==> src/inc/machine_step_defs.svh <==
// constants for the machine step sequencer: timing counts, step count and io layout
// assumes a 100 MHz system clock shared with the input debouncer
//
// Behaviour
// - start only after the programmed start-condition combination is seen on debounced inputs
// - once started, walk actuator outputs through a fixed step order with timed waits
// - advance steps 0 to 2 only when their limit switch confirms completion; the last step awaits none
// - a step exceeding its allowed time is a jam and aborts the sequence
// - six machine inputs and five outputs; three and two of them logic level
// - outputs, delay timer and step advance are decided from inputs plus internal state
// - every machine input is debounced before the decision logic samples it
// - a startup delay signal holds behaviour off after power-up until it changes
// - all sequential elements run from the one debouncer system clock
// - step counter only increments by one or resets to zero, else holds
// - step number is shown as seven-segment code and fed back as bcd
// - step delays combine timer taps, giving lengths from 50 ms to 12 s
// - logic-level outputs come straight from decision logic, usable as pulses
`ifndef MACHINE_STEP_DEFS_SVH
`define MACHINE_STEP_DEFS_SVH

`define CLK_MHZ          100
`define DEB_TICK_US      1000
`define DEB_TICK_CYC     (`DEB_TICK_US * `CLK_MHZ)
`define DEB_SAMPLES      4
`define STARTUP_TICKS    50
`define DELAY_UNIT_MS    50
`define DELAY_UNIT_TICKS (`DELAY_UNIT_MS * 1000 / `DEB_TICK_US)
`define DELAY_MIN_MS     50
`define DELAY_MAX_MS     12000
`define DELAY_MAX_UNITS  (`DELAY_MAX_MS / `DELAY_UNIT_MS)
`define JAM_UNITS        60
`define NUM_STEPS        4
`define N_INPUTS         6
`define N_OUTPUTS        5
// input bit positions
`define IN_START         0
`define IN_GUARD         1
`define IN_PART          2
`define IN_LIMIT_A       3
`define IN_LIMIT_B       4
`define IN_LIMIT_C       5
// output bit positions
`define OUT_SOL_A        0
`define OUT_SOL_B        1
`define OUT_SOL_C        2
`define OUT_CLR_PULSE    3
`define OUT_CONV_PULSE   4

`endif

==> src/inc/machine_step_pkg.sv <==
// types for the machine step sequencer
// assumes machine_step_defs.svh supplies the numeric constants
package machine_step_pkg;

	// sequencer states, one-hot
	typedef enum logic [4:0] {
		ST_HOLD  = 5'h01,
		ST_IDLE  = 5'h02,
		ST_DRIVE = 5'h04,
		ST_WAIT  = 5'h08,
		ST_DONE  = 5'h10
	} seq_state_t;

	// step counter actions
	typedef enum logic [1:0] {
		CNT_HOLD = 2'h0,
		CNT_INC  = 2'h1,
		CNT_CLR  = 2'h2
	} cnt_op_t;

endpackage : machine_step_pkg

==> src/design/machine_step_sequencer.sv <==
// step sequencer: debounced inputs, step counter, timed waits, jam abort
// assumes raw machine inputs are asynchronous and the clock is 100 MHz
`timescale 1ns/100ps
`include "machine_step_defs.svh"

module machine_step_sequencer
	import machine_step_pkg::*;
#(
	parameter int DEB_TICK_CYC = `DEB_TICK_CYC,
	parameter int STARTUP_TICKS = `STARTUP_TICKS,
	parameter int DELAY_UNIT_TICKS = `DELAY_UNIT_TICKS
) (
	// clock and reset
	input  wire logic       sys_clk,
	input  wire logic       rst,
	// raw machine inputs
	input  wire logic [5:0] mach_in,
	// startup delay line from the delayed debouncer section
	input  wire logic       startup_in,
	// machine outputs: three solenoids, two logic-level pulses
	output logic      [4:0] mach_out,
	// step display
	output logic      [6:0] seg_out,
	output logic      [3:0] step_bcd,
	// status
	output logic            jam_flag,
	output logic            busy
);

	// refuse timings the counters cannot hold: the unit prescaler is only 16 bits wide
	if (DEB_TICK_CYC < 2 || STARTUP_TICKS < 1 || DELAY_UNIT_TICKS < 1
		|| DELAY_UNIT_TICKS > 65536) begin : g_bad_timing
		$error("machine_step_sequencer: bad timing parameter");
	end

	//////////////////////////////////////////////////////////////////////
	// debounce clock: one enable pulse per tick, also the base of the 50 ms unit
	logic [31:0] tick_cnt_ff;
	logic        tick_ff;

	always_ff @(posedge sys_clk or posedge rst) begin
		if (rst) begin
			tick_cnt_ff <= 32'h0;
			tick_ff     <= 1'b0;
		end else if (tick_cnt_ff == 32'(DEB_TICK_CYC - 1)) begin
			tick_cnt_ff <= 32'h0;
			tick_ff     <= 1'b1;
		end else begin
			tick_cnt_ff <= tick_cnt_ff + 32'h1;
			tick_ff     <= 1'b0;
		end
	end

	//////////////////////////////////////////////////////////////////////
	// synchronise then debounce each input, startup line as bit 6
	logic [6:0] raw_all;
	logic [6:0] sync1_ff;
	logic [6:0] sync2_ff;
	logic [6:0] deb_ff;

	assign raw_all = {startup_in, mach_in};

	always_ff @(posedge sys_clk or posedge rst) begin
		if (rst) begin
			sync1_ff <= 7'h00;
			sync2_ff <= 7'h00;
		end else begin
			sync1_ff <= raw_all;
			sync2_ff <= sync1_ff;
		end
	end

	// an input must sit steady for several ticks; short contact bounce is ignored
	genvar gi;
	generate
		for (gi = 0; gi < 7; gi++) begin : g_deb
			logic [2:0] same_ff;
			always_ff @(posedge sys_clk or posedge rst) begin
				if (rst) begin
					same_ff      <= 3'h0;
					deb_ff[gi]   <= 1'b0;
				end else if (tick_ff) begin
					if (sync2_ff[gi] == deb_ff[gi]) begin
						same_ff <= 3'h0;
					end else if (same_ff == 3'(`DEB_SAMPLES - 1)) begin
						same_ff    <= 3'h0;
						deb_ff[gi] <= sync2_ff[gi];
					end else begin
						same_ff <= same_ff + 3'h1;
					end
				end
			end
		end
	endgenerate

	// start needs all three start inputs at once; limits are the three switch bits
	logic       start_ok;
	logic [2:0] limits;
	assign start_ok = deb_ff[`IN_START] & deb_ff[`IN_GUARD] & deb_ff[`IN_PART];
	assign limits   = deb_ff[`IN_LIMIT_C:`IN_LIMIT_A];

	//////////////////////////////////////////////////////////////////////
	// programmable timer: tick counter yields a 50 ms unit, unit counter taps
	logic [15:0] unit_pre_ff;
	logic        unit_ff;
	logic [7:0]  unit_cnt_ff;
	logic        unit_clr;

	always_ff @(posedge sys_clk or posedge rst) begin
		if (rst) begin
			unit_pre_ff <= 16'h0000;
			unit_ff     <= 1'b0;
		end else if (unit_clr) begin
			unit_pre_ff <= 16'h0000;
			unit_ff     <= 1'b0;
		end else if (tick_ff && unit_pre_ff == 16'(DELAY_UNIT_TICKS - 1)) begin
			unit_pre_ff <= 16'h0000;
			unit_ff     <= 1'b1;
		end else begin
			unit_pre_ff <= tick_ff ? unit_pre_ff + 16'h0001 : unit_pre_ff;
			unit_ff     <= 1'b0;
		end
	end

	// unit counter saturates so a stalled step keeps reading as over time
	always_ff @(posedge sys_clk or posedge rst) begin
		if (rst)
			unit_cnt_ff <= 8'h00;
		else if (unit_clr)
			unit_cnt_ff <= 8'h00;
		else if (unit_ff && unit_cnt_ff != 8'hFF)
			unit_cnt_ff <= unit_cnt_ff + 8'h01;
	end

	//////////////////////////////////////////////////////////////////////
	// fixed program: per step solenoid pattern, awaited limit, wait length
	function automatic logic [2:0] step_sol(input logic [3:0] s);
		case (s)
			4'h0:    step_sol = 3'h1;
			4'h1:    step_sol = 3'h3;
			4'h2:    step_sol = 3'h6;
			default: step_sol = 3'h4;
		endcase
	endfunction : step_sol

	function automatic logic [2:0] step_lim(input logic [3:0] s);
		case (s)
			4'h0:    step_lim = 3'h1;
			4'h1:    step_lim = 3'h2;
			4'h2:    step_lim = 3'h4;
			default: step_lim = 3'h0;
		endcase
	endfunction : step_lim

	// wait in 50 ms units; taps combined give 50 ms up to 12 s
	function automatic logic [7:0] step_wait(input logic [3:0] s);
		case (s)
			4'h0:    step_wait = 8'h01;
			4'h1:    step_wait = 8'h0A;
			4'h2:    step_wait = 8'(`DELAY_MAX_UNITS);
			default: step_wait = 8'h00;
		endcase
	endfunction : step_wait

	//////////////////////////////////////////////////////////////////////
	// decision logic: next state, counter action, timer clear, pulses
	seq_state_t  state_ff;
	seq_state_t  nxt_state;
	cnt_op_t     cnt_op;
	logic [3:0]  step_ff;
	logic        startup_seen_ff;
	logic        pulse_clr;
	logic        pulse_conv;
	logic        abort;

	always_comb begin
		nxt_state  = state_ff;
		cnt_op     = CNT_HOLD;
		unit_clr   = 1'b0;
		pulse_clr  = 1'b0;
		pulse_conv = 1'b0;
		abort      = 1'b0;
		case (state_ff)
			ST_HOLD: begin
				if (startup_seen_ff)
					nxt_state = ST_IDLE;
			end
			ST_IDLE: begin
				if (start_ok) begin
					nxt_state = ST_DRIVE;
					cnt_op    = CNT_CLR;
					unit_clr  = 1'b1;
					pulse_clr = 1'b1;
				end
			end
			ST_DRIVE: begin
				if ((limits & step_lim(step_ff)) == step_lim(step_ff)) begin
					nxt_state = ST_WAIT;
					unit_clr  = 1'b1;
				end else if (unit_cnt_ff >= 8'(`JAM_UNITS)) begin
					nxt_state = ST_DONE;
					abort     = 1'b1;
				end
			end
			ST_WAIT: begin
				if (unit_cnt_ff >= step_wait(step_ff)) begin
					unit_clr = 1'b1;
					if (step_ff == 4'(`NUM_STEPS - 1)) begin
						nxt_state  = ST_DONE;
						pulse_conv = 1'b1;
					end else begin
						nxt_state = ST_DRIVE;
						cnt_op    = CNT_INC;
					end
				end
			end
			ST_DONE: begin
				cnt_op    = CNT_CLR;
				nxt_state = ST_IDLE;
			end
			default: nxt_state = ST_HOLD;
		endcase
	end

	// state register; reset parks the sequencer until the startup line is seen
	always_ff @(posedge sys_clk or posedge rst) begin
		if (rst)
			state_ff <= ST_HOLD;
		else
			state_ff <= nxt_state;
	end

	// startup line must rise once before anything moves
	always_ff @(posedge sys_clk or posedge rst) begin
		if (rst)
			startup_seen_ff <= 1'b0;
		else if (deb_ff[6])
			startup_seen_ff <= 1'b1;
	end

	// step counter: increment, clear, or hold, nothing else
	always_ff @(posedge sys_clk or posedge rst) begin
		if (rst)
			step_ff <= 4'h0;
		else if (cnt_op == CNT_CLR)
			step_ff <= 4'h0;
		else if (cnt_op == CNT_INC)
			step_ff <= (step_ff == 4'h9) ? 4'h0 : step_ff + 4'h1;
	end

	//////////////////////////////////////////////////////////////////////
	// registered outputs; solenoids only while driving or waiting
	always_ff @(posedge sys_clk or posedge rst) begin
		if (rst) begin
			mach_out <= 5'h00;
		end else begin
			mach_out[`OUT_SOL_C:`OUT_SOL_A] <= (nxt_state == ST_DRIVE || nxt_state == ST_WAIT)
				? step_sol(cnt_op == CNT_INC ? step_ff + 4'h1 :
					(cnt_op == CNT_CLR ? 4'h0 : step_ff)) : 3'h0;
			mach_out[`OUT_CLR_PULSE]  <= pulse_clr;
			mach_out[`OUT_CONV_PULSE] <= pulse_conv;
		end
	end

	// display decode from the counter; bcd is fed back via step_ff
	always_ff @(posedge sys_clk or posedge rst) begin
		if (rst) begin
			seg_out  <= 7'h3F;
			step_bcd <= 4'h0;
		end else begin
			step_bcd <= step_ff;
			case (step_ff)
				4'h0:    seg_out <= 7'h3F;
				4'h1:    seg_out <= 7'h06;
				4'h2:    seg_out <= 7'h5B;
				4'h3:    seg_out <= 7'h4F;
				4'h4:    seg_out <= 7'h66;
				4'h5:    seg_out <= 7'h6D;
				4'h6:    seg_out <= 7'h7D;
				4'h7:    seg_out <= 7'h07;
				4'h8:    seg_out <= 7'h7F;
				default: seg_out <= 7'h6F;
			endcase
		end
	end

	// jam flag holds until the next start; busy tracks a running sequence
	always_ff @(posedge sys_clk or posedge rst) begin
		if (rst) begin
			jam_flag <= 1'b0;
			busy     <= 1'b0;
		end else begin
			if (abort)
				jam_flag <= 1'b1;
			else if (state_ff == ST_IDLE && start_ok)
				jam_flag <= 1'b0;
			busy <= (nxt_state == ST_DRIVE || nxt_state == ST_WAIT);
		end
	end

endmodule : machine_step_sequencer

==> config.mk <==
export PLATFORM = sky130hd
export DESIGN_NAME = machine_step_sequencer
export DESIGN_NICKNAME = d
export VERILOG_FILES = /design/src/inc/machine_step_pkg.sv /design/src/design/machine_step_sequencer.sv
export VERILOG_INCLUDE_DIRS = /design/src /design/src/inc
export SDC_FILE = /design/constraint.sdc
export NUM_CORES = 1
export LEC_CHECK = 0
export ABC_CLOCK_PERIOD_IN_PS = 4700
export BUFFER_PORTS_ARGS = -buffer_cell sky130_fd_sc_hd__buf_2
export CORE_ASPECT_RATIO = 0.8
export CORE_MARGIN = 2
export CORE_UTILIZATION = 50
export CTS_CLUSTER_SIZE = 40
export DETAILED_ROUTE_END_ITERATION = 10
export HOLD_SLACK_MARGIN = 0.06
export PLACE_DENSITY = 0.69
export SYNTH_ARGS = -nofsm -noshare
export SYNTH_HDL_FRONTEND = slang
export SYNTH_SLANG_ARGS = --single-unit
==> constraint.sdc <==
create_clock -name sys_clk -period 4.7 [get_ports sys_clk]
set_input_delay 0.235 -clock sys_clk [delete_from_list [all_inputs] [get_ports sys_clk]]
set_output_delay 0.235 -clock sys_clk [all_outputs]
set_load 0.02 [all_outputs]
## Word-level counts from Yosys, hierarchy flattened

Memory sizes are Yosys's and may differ from the RTL's. A register that Yosys moved wholly into a read port is not among the register bits.
Index checks and enable logic that the tools add are counted.

- Output and inout port bits: 18
- Memory bits (read-only): 112
- Input bits: 9
- Register bits after elaboration: 121
- Word-level logic and storage cells: 160
- Memories: 1

- Reductions and logical operators: 17
- Bitwise operators: 10
- $add $sub $neg: 11
- Equality and inequality tests: 33
- Mux-type cells: 58
- Order comparisons: 2

Memories:

| memory | depth | width | rd ports | clocked after Yosys merged registers in | wr ports | RTL line | source |
|---|---|---|---|---|---|---|---|
| (name not given) | 16 | 7 | 1 | 1 | 0 | machine_step_sequencer.sv:272 | `case (step_ff)` |

Operator list:

| kind | count |
|---|---|
| two-way mux 16 bit | 3 |
| two-way mux 3 bit | 16 |
| adder 32 x 1 -> 32 bit, second input constant | 1 |
| equality test 32 x 17 -> 1 bit, second input constant | 1 |
| two-way mux 32 bit | 1 |
| two-way mux 5 bit | 6 |
| one-hot mux 5 bit (5 select lines) | 1 |
| two-way mux 8 bit | 3 |
| one-hot mux 8 bit (3 select lines) | 1 |
| adder 3 x 1 -> 3 bit, second input constant | 7 |
| equality test 3 x 2 -> 1 bit, second input constant | 7 |
| AND reduction 3 bit | 7 |
| two-way mux 4 bit | 5 |
| one-hot mux 3 bit (3 select lines) | 2 |
| two-way mux 1 bit | 17 |
| adder 16 x 1 -> 16 bit, second input constant | 1 |
| equality test 16 x 6 -> 1 bit, second input constant | 1 |
| equality test 4 x 2 -> 1 bit, second input constant | 3 |
| equality test 5 x 3 -> 1 bit, second input constant | 2 |
| equality test 5 x 4 -> 1 bit, second input constant | 2 |
| adder 8 x 1 -> 8 bit, second input constant | 1 |
| equality test 4 x 1 -> 1 bit, second input constant | 2 |
| greater-or-equal comparator 8 x 6 -> 1 bit, second input constant | 1 |
| greater-or-equal comparator 8 bit | 1 |
| other kinds (21) | 39 |

## Depth between registers and ports, before layout

Gate-level depths: netlist of run 1.

- Depth in word-level cells: 12
- Mapped depth: 17
- Gate-level depth less buffers: 17

## Least setup slack after synthesis of run 1

OpenSTA, ideal clock, no wires.

- Kind: register to register
- From: register step_ff[0]
- To: register mach_out[2]
- Slack: 1,537 ps
- Data required time: 4,627 ps
- Data arrival time: 3,091 ps
- Period minus slack after synthesis: 3,163 ps
- Cell stages (with the launch flop): 18
- Setup time: 73 ps
- Path buffers: 0
- Cell sequence: dfrtp_1 inv_1 ha_1 inv_1 nor3_1 ha_1 nand2b_1 a2111oi_2 o31ai_2 nand3_1 inv_1 ha_1 nand2_1 nand2_1 o21ai_0 a41oi_1 a221o_1 nor2b_1

- Word-level cells in the longest chain between the ends: 12
- Elaborated cells on any way between the ends: 31
- Those cells by class: add/sub (1); order compare (1); eq/ne (10); mux (15); bitwise (1); reduce/logical (3)

RTL lines:

| element | RTL line | source |
|---|---|---|
| start: declaration | machine_step_sequencer.sv:170 | `logic [3:0] step_ff;` |
| start signal: assignment | machine_step_sequencer.sv:248 | `step_ff <= (step_ff == 4'h9) ? 4'h0 : step_ff + 4'h1;` |
| equality test 4 x 2 -> 1 bit (tied with other cells) | machine_step_sequencer.sv:147, machine_step_sequencer.sv:157 |  |
| one-hot mux 8 bit (3 select lines) | machine_step_sequencer.sv:157 | `case (s)` |
| two-way mux 8 bit | machine_step_sequencer.sv:183 | `case (state_ff)` |
| greater-or-equal comparator 8 bit | machine_step_sequencer.sv:206 | `if (unit_cnt_ff >= step_wait(step_ff)) begin` |
| two-way mux 1 bit | machine_step_sequencer.sv:206 |  |
| one-hot mux 2 bit (3 select lines) | machine_step_sequencer.sv:183 |  |
| equality test 2 bit | machine_step_sequencer.sv:259 | `(cnt_op == CNT_CLR ? 4'h0 : step_ff)) : 3'h0;` |
| two-way mux 4 bit | machine_step_sequencer.sv:259 |  |
| two-way mux 4 bit | machine_step_sequencer.sv:258 | `? step_sol(cnt_op == CNT_INC ? step_ff + 4'h1 :` |
| equality test 4 x 2 -> 1 bit (tied with other cells) | machine_step_sequencer.sv:138 | `case (s)` |
| one-hot mux 3 bit (3 select lines) | machine_step_sequencer.sv:138 |  |
| two-way mux 3 bit * | machine_step_sequencer.sv:258 |  |
| end signal: indexed assignment | machine_step_sequencer.sv:257 | `` mach_out[`OUT_SOL_C:`OUT_SOL_A] <= (nxt_state == ST_DRIVE \|\| nxt_state == ST_WAIT) `` |
| end signal: indexed assignment | machine_step_sequencer.sv:260 | `` mach_out[`OUT_CLR_PULSE] <= pulse_clr; `` |
| end signal: indexed assignment | machine_step_sequencer.sv:261 | `` mach_out[`OUT_CONV_PULSE] <= pulse_conv; `` |
| end: declaration | machine_step_sequencer.sv:21 | `output logic [4:0] mach_out,` |

Every way passes the cells marked *; elsewhere a longest branch is shown, timed or not. The select of a mux whose other input is x is not followed.
A chain may end at the register's enable or synchronous reset.

## Worst setup path after layout of run 1

- From: register step_ff[1]
- To: register unit_pre_ff[7]

- Word-level cells in the longest chain between the ends: 8
- Elaborated cells on any way between the ends: 15
- Those cells by class: order compare (1); eq/ne (3); mux (8); bitwise (1); reduce/logical (2)

RTL lines:

| element | RTL line | source |
|---|---|---|
| parallel branches: the longest is 6 deep, another holds greater-or-equal comparator 8 bit | -- |  |
| one-hot mux 1 bit (3 select lines) * | machine_step_sequencer.sv:183 |  |
| nonzero test 3 bit (no line) or two-way mux 16 bit (tied branches) | -- |  |
| end signal: assignment | machine_step_sequencer.sv:120 | `unit_pre_ff <= tick_ff ? unit_pre_ff + 16'h0001 : unit_pre_ff;` |
| end: declaration | machine_step_sequencer.sv:104 | `logic [15:0] unit_pre_ff;` |

Every way passes the cells marked *. The select of a mux whose other input is x is not followed.

==> metrics.csv, run 1 <==
stage,metric,value,unit
sta,fmaxAchievable,269,MHz
clocking,post_cts_buffers,0,
final_layout,syn_to_final_growth,15.9,%
power,p_switching,515,uW
final_layout,drive_above_1_share,14.6,%
routing,antenna_left,0,
power,p_int,2010,uW
power,vdd_ir_drop_max,0.255,mV
sta,fin_skew,0.0103,ns
routing,wirelength,11.6,mm
yosys,synth_area_per_cell,10.6,um2
placement,io_buffers,26,
global_routing,grt_pass1_wl,20.0,mm
sta,post-route-period-util,79.1,%
routing,drt-initial-drc-count,279,
final_layout,n_antenna_cell,0,
clocking,clk_pin_slew_worst_paths,0.06,ns
placement,gp_congestion,0.866,
critical_path,crit_path_start_kind,flop,
critical_path,r2r_slack,0.98,ns
clocking,cts_resized,0,
critical_path,path_delay_family,compound AO/OA/AOI/OAI gates,
final_layout,final_common_cell,dfrtp_1,
clocking,clockBufferDepth,2,
flow_run,cap_violations,0,
clocking,clock-root-buffer,clkbuf_16,
placement,place_ws,1.03,ns
power,power_density,359,nW/um2
critical_path,crit_fanout,18,
hold_path,hold_path.class,in2async,
final_layout,layout_common_cells,"dfrtp_1, nand2_1, nor2_1",
critical_path,slowest_delay,0.98,ns
yosys,ys_async_sr_fraction,100,%
sta,rsz0062_at_grt,false,
floorplanning,die_w,127,um
sta,tightest_slew,1.12,ns
power,sequentialPowerShare,44.1,%
yosys,yosys_warnings,0,
sta,min_period,3.72,ns
placement,placed_area,6350,um2
yosys,ys_types,61,
floorplanning,die_h,103,um
critical_path,critPathKind,reg2reg,
floorplanning,core-area,11700,um2
yosys,synth.yosys.seq_area_share,52.9,%
clocking,cts.sink_count,128,
critical_path,worstPathRequired,5.03,ns
yosys,synth-edff-count,0,
global_routing,antenna_found_initial,0,
yosys,netlist_instances,572,
status,status,"finished, final reports clean",
power,netSwitchingFraction,20.4,%
placement,dp_hpwl,7.72,mm
global_routing,grt_usage,19.4,%
yosys,syn-num-nets,608,
clocking,clk_latency,0.41,ns
sta,final-setup-viol-count,0,
routing,wl_per_cell,14.9,um
sta,setup_ws,0.984,ns
critical_path,end_kind,flop,
final_layout,finalNonFillerCells,776,
global_routing,overflow,0,
clocking,cts_buffers,17,
floorplanning,ios,27,
sta,drv_slew,0,
floorplanning,die-area,13000,um2
global_routing,grt_max_degree,80,
placement,placedCellCount,737,
final_layout,nNetsFinal,651,
sta,finalHoldViolCount,0,
floorplanning,rows,35,
yosys,synthFlopType,dfrtp_1,
yosys,syn_area,6070,um2
sta,setup_tns,0,ns
sta,whs,0.0318,ns
power,p_leak,0.00333,uW
final_layout,stdcell_area,7040,um2
routing,vias,4357,
critical_path,cp.arrival,4.04,ns
routing,drtPass1Iterations,7,
critical_path,path_cells,inv_1 -> ha_1 -> inv_1 -> nor3_1 -> ha_1 -> nand2b_1 -> a2111oi_2 -> o31ai_2 -> a211oi_2 -> a41oi_1 -> a31oi_1,
global_routing,first_global_vias,4253,
clocking,cts_max_level,4,
power,clockPowerShare,54.5,%
sta,max-slew-margin-rel,24.9,%
yosys,synth_seq_cells,128,
routing,drc,0,
critical_path,crit_buf_inv,2,
routing,routed_via_density,5.61,
power,comb_power_share,1.4,%
clocking,cts_tree,done,
critical_path,slowest_stage,a211oi_2,
floorplanning,initial_core_util,51.9,%
Yosys cell counts, types with 7 or more instances:
master,count,area share (%)
dfrtp_1,121,50
nand2_1,60,3.7
nor2_1,46,2.8
nand3_1,30,2.5
ha_1,27,5.6
inv_1,26,1.6
o21ai_0,24,2.0
xnor2_1,24,3.5
xor2_1,21,3.0
nor3_1,15,1.2
a21oi_1,14,1.2
mux2_2,14,2.6
nand4_1,13,1.3
nor2b_1,11,1.1
nand2b_1,10,1.0
a31oi_1,8,0.82
and3_1,8,0.82
nor4_1,8,0.82
dfstp_2,7,3.0
o2bb2ai_1,7,1.0
final cells by class:
| cell class | instances | area (um2) |
|---|---|---|
| multi-input cells | 407 | 2710 |
| well taps | 148 | 185 |
| clock inverters | 13 | 185 |
| clock buffers | 19 | 433 |
| fillers | 937 | 4660 |
| flip-flops and latches | 128 | 3210 |
| inverters | 26 | 100 |
| repair buffers | 35 | 215 |
worst register-to-register path, delay by kind of cell (launching register included):
| kind | cells | cell delay, ns |
|---|---|---|
| buffers and inverters | 2 | 0.26 |
| and+or+nand+nor | 2 | 0.32 |
| adders and majority gates | 2 | 0.49 |
| DFF | 1 | 0.50 |
| AOI/OAI and AO/OA | 5 | 2.08 |
power groups by stage:
stage	Clock (uW)	Sequential, uW	Combinational [uW]
2_1_floorplan	0	1130	22.0
3_3_place_gp	0	1130	32.3
3_5_place_dp	0	1130	33.2
4_1_cts	1400	1110	37.7
5_1_grt	1450	1110	42.3
6_report	1380	1110	35.7
metrics by stage:
| stage | utilization [%] | total power (uW) |
|---|---|---|
| 2_1_floorplan | - | 1150 |
| 3_5_place_dp | 54.3 | 1160 |
| 4_1_cts | 60.2 | 2550 |
| 3_3_place_gp | 54.3 | 1160 |
| 5_1_grt | 60.2 | 2610 |
| 6_report | 60.2 | 2520 |
kinds of logic after synthesis:
group	share of synthesized area, %
and+or+nand+nor	19.1
DFF	52.9
AOI/OAI and AO/OA	10.5
xor gates and xnor gates	6.49
buffers and inverters	2.51
adders and majority gates	5.57
muxes	2.93
state kept, by name, indices dropped and copies added, names as in the netlist, 7 cells and up:
| register | flops |
|---|---|
| seg_out | 7 |
| tick_cnt_ff | 32 |
| sync2_ff | 7 |
| deb_ff | 7 |
| unit_pre_ff | 16 |
| sync1_ff | 7 |
| unit_cnt_ff | 8 |
| g_deb.same_ff | 21 |
timing repair:
action / CTS / global route
hold buffers: 7 / 0
endpoints found under the hold margin: 7 / 0
setup endpoints to repair: 0 / 0
path summary, 6_finish.rpt:
check                                             endpoint                    from  cells past startpoint
min in group sys_clk                 sync2_ff[4]$_DFF_PP0_   sync1_ff[4]$_DFF_PP0_                      0
worst min-delay path             tick_cnt_ff[12]$_DFF_PP0_                     rst                      2
worst min register to register       sync2_ff[4]$_DFF_PP0_   sync1_ff[4]$_DFF_PP0_                      0
worst max register to register  unit_pre_ff[7]$_DFFE_PP0P_  step_ff[1]$_DFFE_PP0P_                     11
max in group asynchronous            sync1_ff[0]$_DFF_PP0_                     rst                      3
worst max-delay path            unit_pre_ff[7]$_DFFE_PP0P_  step_ff[1]$_DFFE_PP0P_                     11
layer usage:
layer	vias up	wire length (um)	global-route usage [%]
met5	-	0	0
met4	0	119	6.26
met3	11	458	5.03
met2	87	5270	31.5
met1	2161	5740	26.1
li1	2098	-	-
Note: power is estimated with default switching activity, not from simulation.
==> inputs of run 2 (changes only) <==
--- a/config.mk
+++ b/config.mk
@@ -6,7 +6,7 @@
 export SDC_FILE = /design/constraint.sdc
 export NUM_CORES = 1
 export LEC_CHECK = 0
-export ABC_CLOCK_PERIOD_IN_PS = 4700
+export ABC_CLOCK_PERIOD_IN_PS = 3590
 export BUFFER_PORTS_ARGS = -buffer_cell sky130_fd_sc_hd__buf_2
 export CORE_ASPECT_RATIO = 0.8
 export CORE_MARGIN = 2
==> constraint.sdc (replaced) <==
create_clock -name sys_clk -period 3.59 [get_ports sys_clk]
set_input_delay 0.1795 -clock sys_clk [delete_from_list [all_inputs] [get_ports sys_clk]]
set_output_delay 0.1795 -clock sys_clk [all_outputs]
set_load 0.02 [all_outputs]
==> metrics.csv, run 2 (synthesis results as in run 1) <==
stage,metric,value,unit,change
status,status,"finished, final reports clean",,
routing,wirelength,11.4,mm,-2.0%
power,comb_power_share,1.5,%,about the same
final_layout,final_core_util,60.8,%,+0.61 points
placement,placedCellCount,744,,+0.95%
routing,drtPass1Iterations,4,,-3
sta,finalHoldViolCount,0,,unchanged
final_layout,drive_above_1_share,16.0,%,+1.4 points
clocking,clockBufferDepth,2,,unchanged
final_layout,nNetsFinal,659,,+1.2%
global_routing,antenna_found_initial,0,,unchanged
clocking,clock-root-buffer,clkbuf_16,,
final_layout,largest_registers,"tick_cnt_ff x32, g_deb.same_ff x21, unit_pre_ff x16",,
sta,tightest_slew,0.933,ns,-0.192 ns
sta,final-setup-viol-count,0,,unchanged
floorplanning,core-area,11700,um2,unchanged
clocking,cts_buffers,17,,unchanged
routing,wl_per_cell,14.5,um,-3.0%
sta,fmaxAchievable,302,MHz,+12%
final_layout,num-fill-cells,956,,+2.0%
clocking,post_cts_buffers,0,,unchanged
clocking,clk_pin_slew_worst_paths,0.06,ns,about the same
clocking,clk_latency,0.41,ns,about the same
final_layout,final_common_cell,dfrtp_1,,
floorplanning,die_h,103,um,unchanged
final_layout,finalNonFillerCells,784,,+1.0%
hold_path,hold_path.class,reg2reg,,
final_layout,syn_to_final_growth,17.1,%,
sta,whs,0.349,ns,+0.317 ns
routing,vias,4361,,+0.092%
routing,routed_via_density,5.56,,-0.93%
critical_path,path_cells,inv_1 -> ha_1 -> inv_1 -> nor3_1 -> ha_1 -> nand2b_1 -> a2111oi_4 -> o31ai_4 -> nand3_2 -> inv_1 -> ha_1 -> nand2_1 -> nand2_1 -> o21ai_0 -> a41oi_1 -> a221o_1 -> nor2b_1,,
power,p_switching,664,uW,+29%
global_routing,grt_max_degree,79,,-1.3%
final_layout,n_antenna_cell,0,,unchanged
sta,max-slew-margin-rel,37.8,%,+13 points
power,p_int,2520,uW,+26%
critical_path,end_kind,flop,,
critical_path,cp.arrival,3.60,ns,-0.44 ns
routing,antenna_left,0,,unchanged
sta,setup_tns,0,ns,unchanged
placement,io_buffers,26,,unchanged
final_layout,layout_common_cells,"dfrtp_1, nand2_1, nor2_1",,
global_routing,grt_pass1_wl,19.8,mm,-0.97%
final_layout,multiInputGateArea,2730,um2,+0.97%
power,p_leak,0.00337,uW,+1.3%
global_routing,grt_usage,19.1,%,-0.31 points
clocking,cts_max_level,4,,unchanged
final_layout,ff_latch_area,3210,um2,unchanged
routing,drt-initial-drc-count,370,,+33%
floorplanning,die_w,127,um,unchanged
floorplanning,ios,27,,unchanged
global_routing,first_global_vias,4178,,-1.8%
floorplanning,initial_core_util,51.9,%,unchanged
critical_path,worstPathRequired,3.88,ns,-1.15 ns
critical_path,crit_path_start_kind,flop,,
placement,placed_area,6410,um2,+1.0%
floorplanning,die-area,13000,um2,unchanged
power,netSwitchingFraction,20.8,%,+0.40 points
placement,dp_hpwl,7.77,mm,+0.70%
power,power_density,449,nW/um2,+25%
critical_path,slowest_delay,0.44,ns,-0.54 ns
final_layout,largest_register_ff_count,32,,unchanged
sta,fin_skew,0.00606,ns,-0.00419 ns
routing,drc,0,,unchanged
final_layout,largest_register,tick_cnt_ff,,
power,vdd_ir_drop_max,0.353,mV,+38%
clocking,cts_tree,done,,
placement,gp_congestion,0.838,,-3.3%
sta,drv_slew,0,,unchanged
critical_path,crit_fanout,8,,-10
clocking,cts.sink_count,128,,unchanged
sta,min_period,3.31,ns,-0.405 ns
critical_path,slowest_stage,dfrtp_1,,
power,clockPowerShare,52.8,%,-1.7 points
critical_path,critPathKind,reg2reg,,
power,sequentialPowerShare,45.7,%,+1.6 points
global_routing,overflow,0,,unchanged
flow_run,cap_violations,0,,unchanged
floorplanning,rows,35,,unchanged
final_layout,stdcell_area,7110,um2,+1.0%
sta,post-route-period-util,92.2,%,+13 points
run 2: changes by cell type in the layout (fill, tap and decap cells not counted):
cell           change
buf_4              +6
bufinv_16          -2
clkbuf_1           -2
clkbuf_8           +2
clkinv_2           +2
a2111oi_2          -1
a2111oi_4          +1
buf_12             +1
dlygate4sd3_1      +1
nand3_1            -1
nand3_2            +1
o31ai_2            -1
o31ai_4            +1
run 2: layer usage:
layer  wire (um)  global-route usage (%)  up-vias
met1        5680                    26.7     2145
li1            -                       -     2123
met5           0                       0        -
met3         415                    4.83       13
met4         128                    6.17        0
met2        5130                    29.9       80
run 2: final cells by class:
class | count | area share (%)
timing repair buffer | 43 | 4.08
clock buffer | 19 | 6.37
multi-input combinational | 407 | 38.4
clock inverter | 13 | 1.90
tap | 148 | 2.61
inverter | 26 | 1.41
sequential | 128 | 45.2
run 2: worst paths after layout:
path,end,cells after the start,startpoint,slack [ns]
max,mach_out[2]$_DFF_PP0_,17,step_ff[1]$_DFFE_PP0P_,0.28
min,sync2_ff[6]$_DFF_PP0_,0,sync1_ff[6]$_DFF_PP0_,0.35
max reg2reg,mach_out[2]$_DFF_PP0_,17,step_ff[1]$_DFFE_PP0P_,0.28
min reg2reg,sync2_ff[6]$_DFF_PP0_,0,sync1_ff[6]$_DFF_PP0_,0.35
max in group asynchronous,seg_out[5]$_DFF_PP1_,4,rst,2.22
min in group asynchronous,tick_cnt_ff[13]$_DFF_PP0_,3,rst,0.54
run 2: timing repair:
item	4_1_cts	5_1_grt
hold buffers	8	0
endpoints found under the setup margin	0	5
endpoints found under the hold margin	83	0
resized for setup	0	3
run 2: through the flow:
step	setup slack, ns	power (uW)
6_report	0.279	3190
3_5_place_dp	0.152	1530
3_3_place_gp	0.273	1530
5_1_grt	-0.00727	3300
2_1_floorplan	0.00944	1510
4_1_cts	0.125	3220
run 2: power groups by stage:
| stage | Combinational (uW) | Sequential (uW) | Clock, uW |
|---|---|---|---|
| after global routing | 57.8 | 1460 | 1780 |
| after floorplan | 28.8 | 1480 | 0 |
| after detailed placement | 45.1 | 1480 | 0 |
| final | 48.9 | 1460 | 1680 |
| after global placement | 44.2 | 1480 | 0 |
| after CTS | 51.7 | 1460 | 1720 |
run 2: critical path, delay by kind of cell (launching register included):
kind	cells	cell delay (ns)
buffers and inverters	3	0.25
flip-flops	1	0.44
AO/OA/AOI/OAI	5	1.04
adder cells (fa/ha/maj)	3	0.73
AND/OR/NAND/NOR	6	0.73
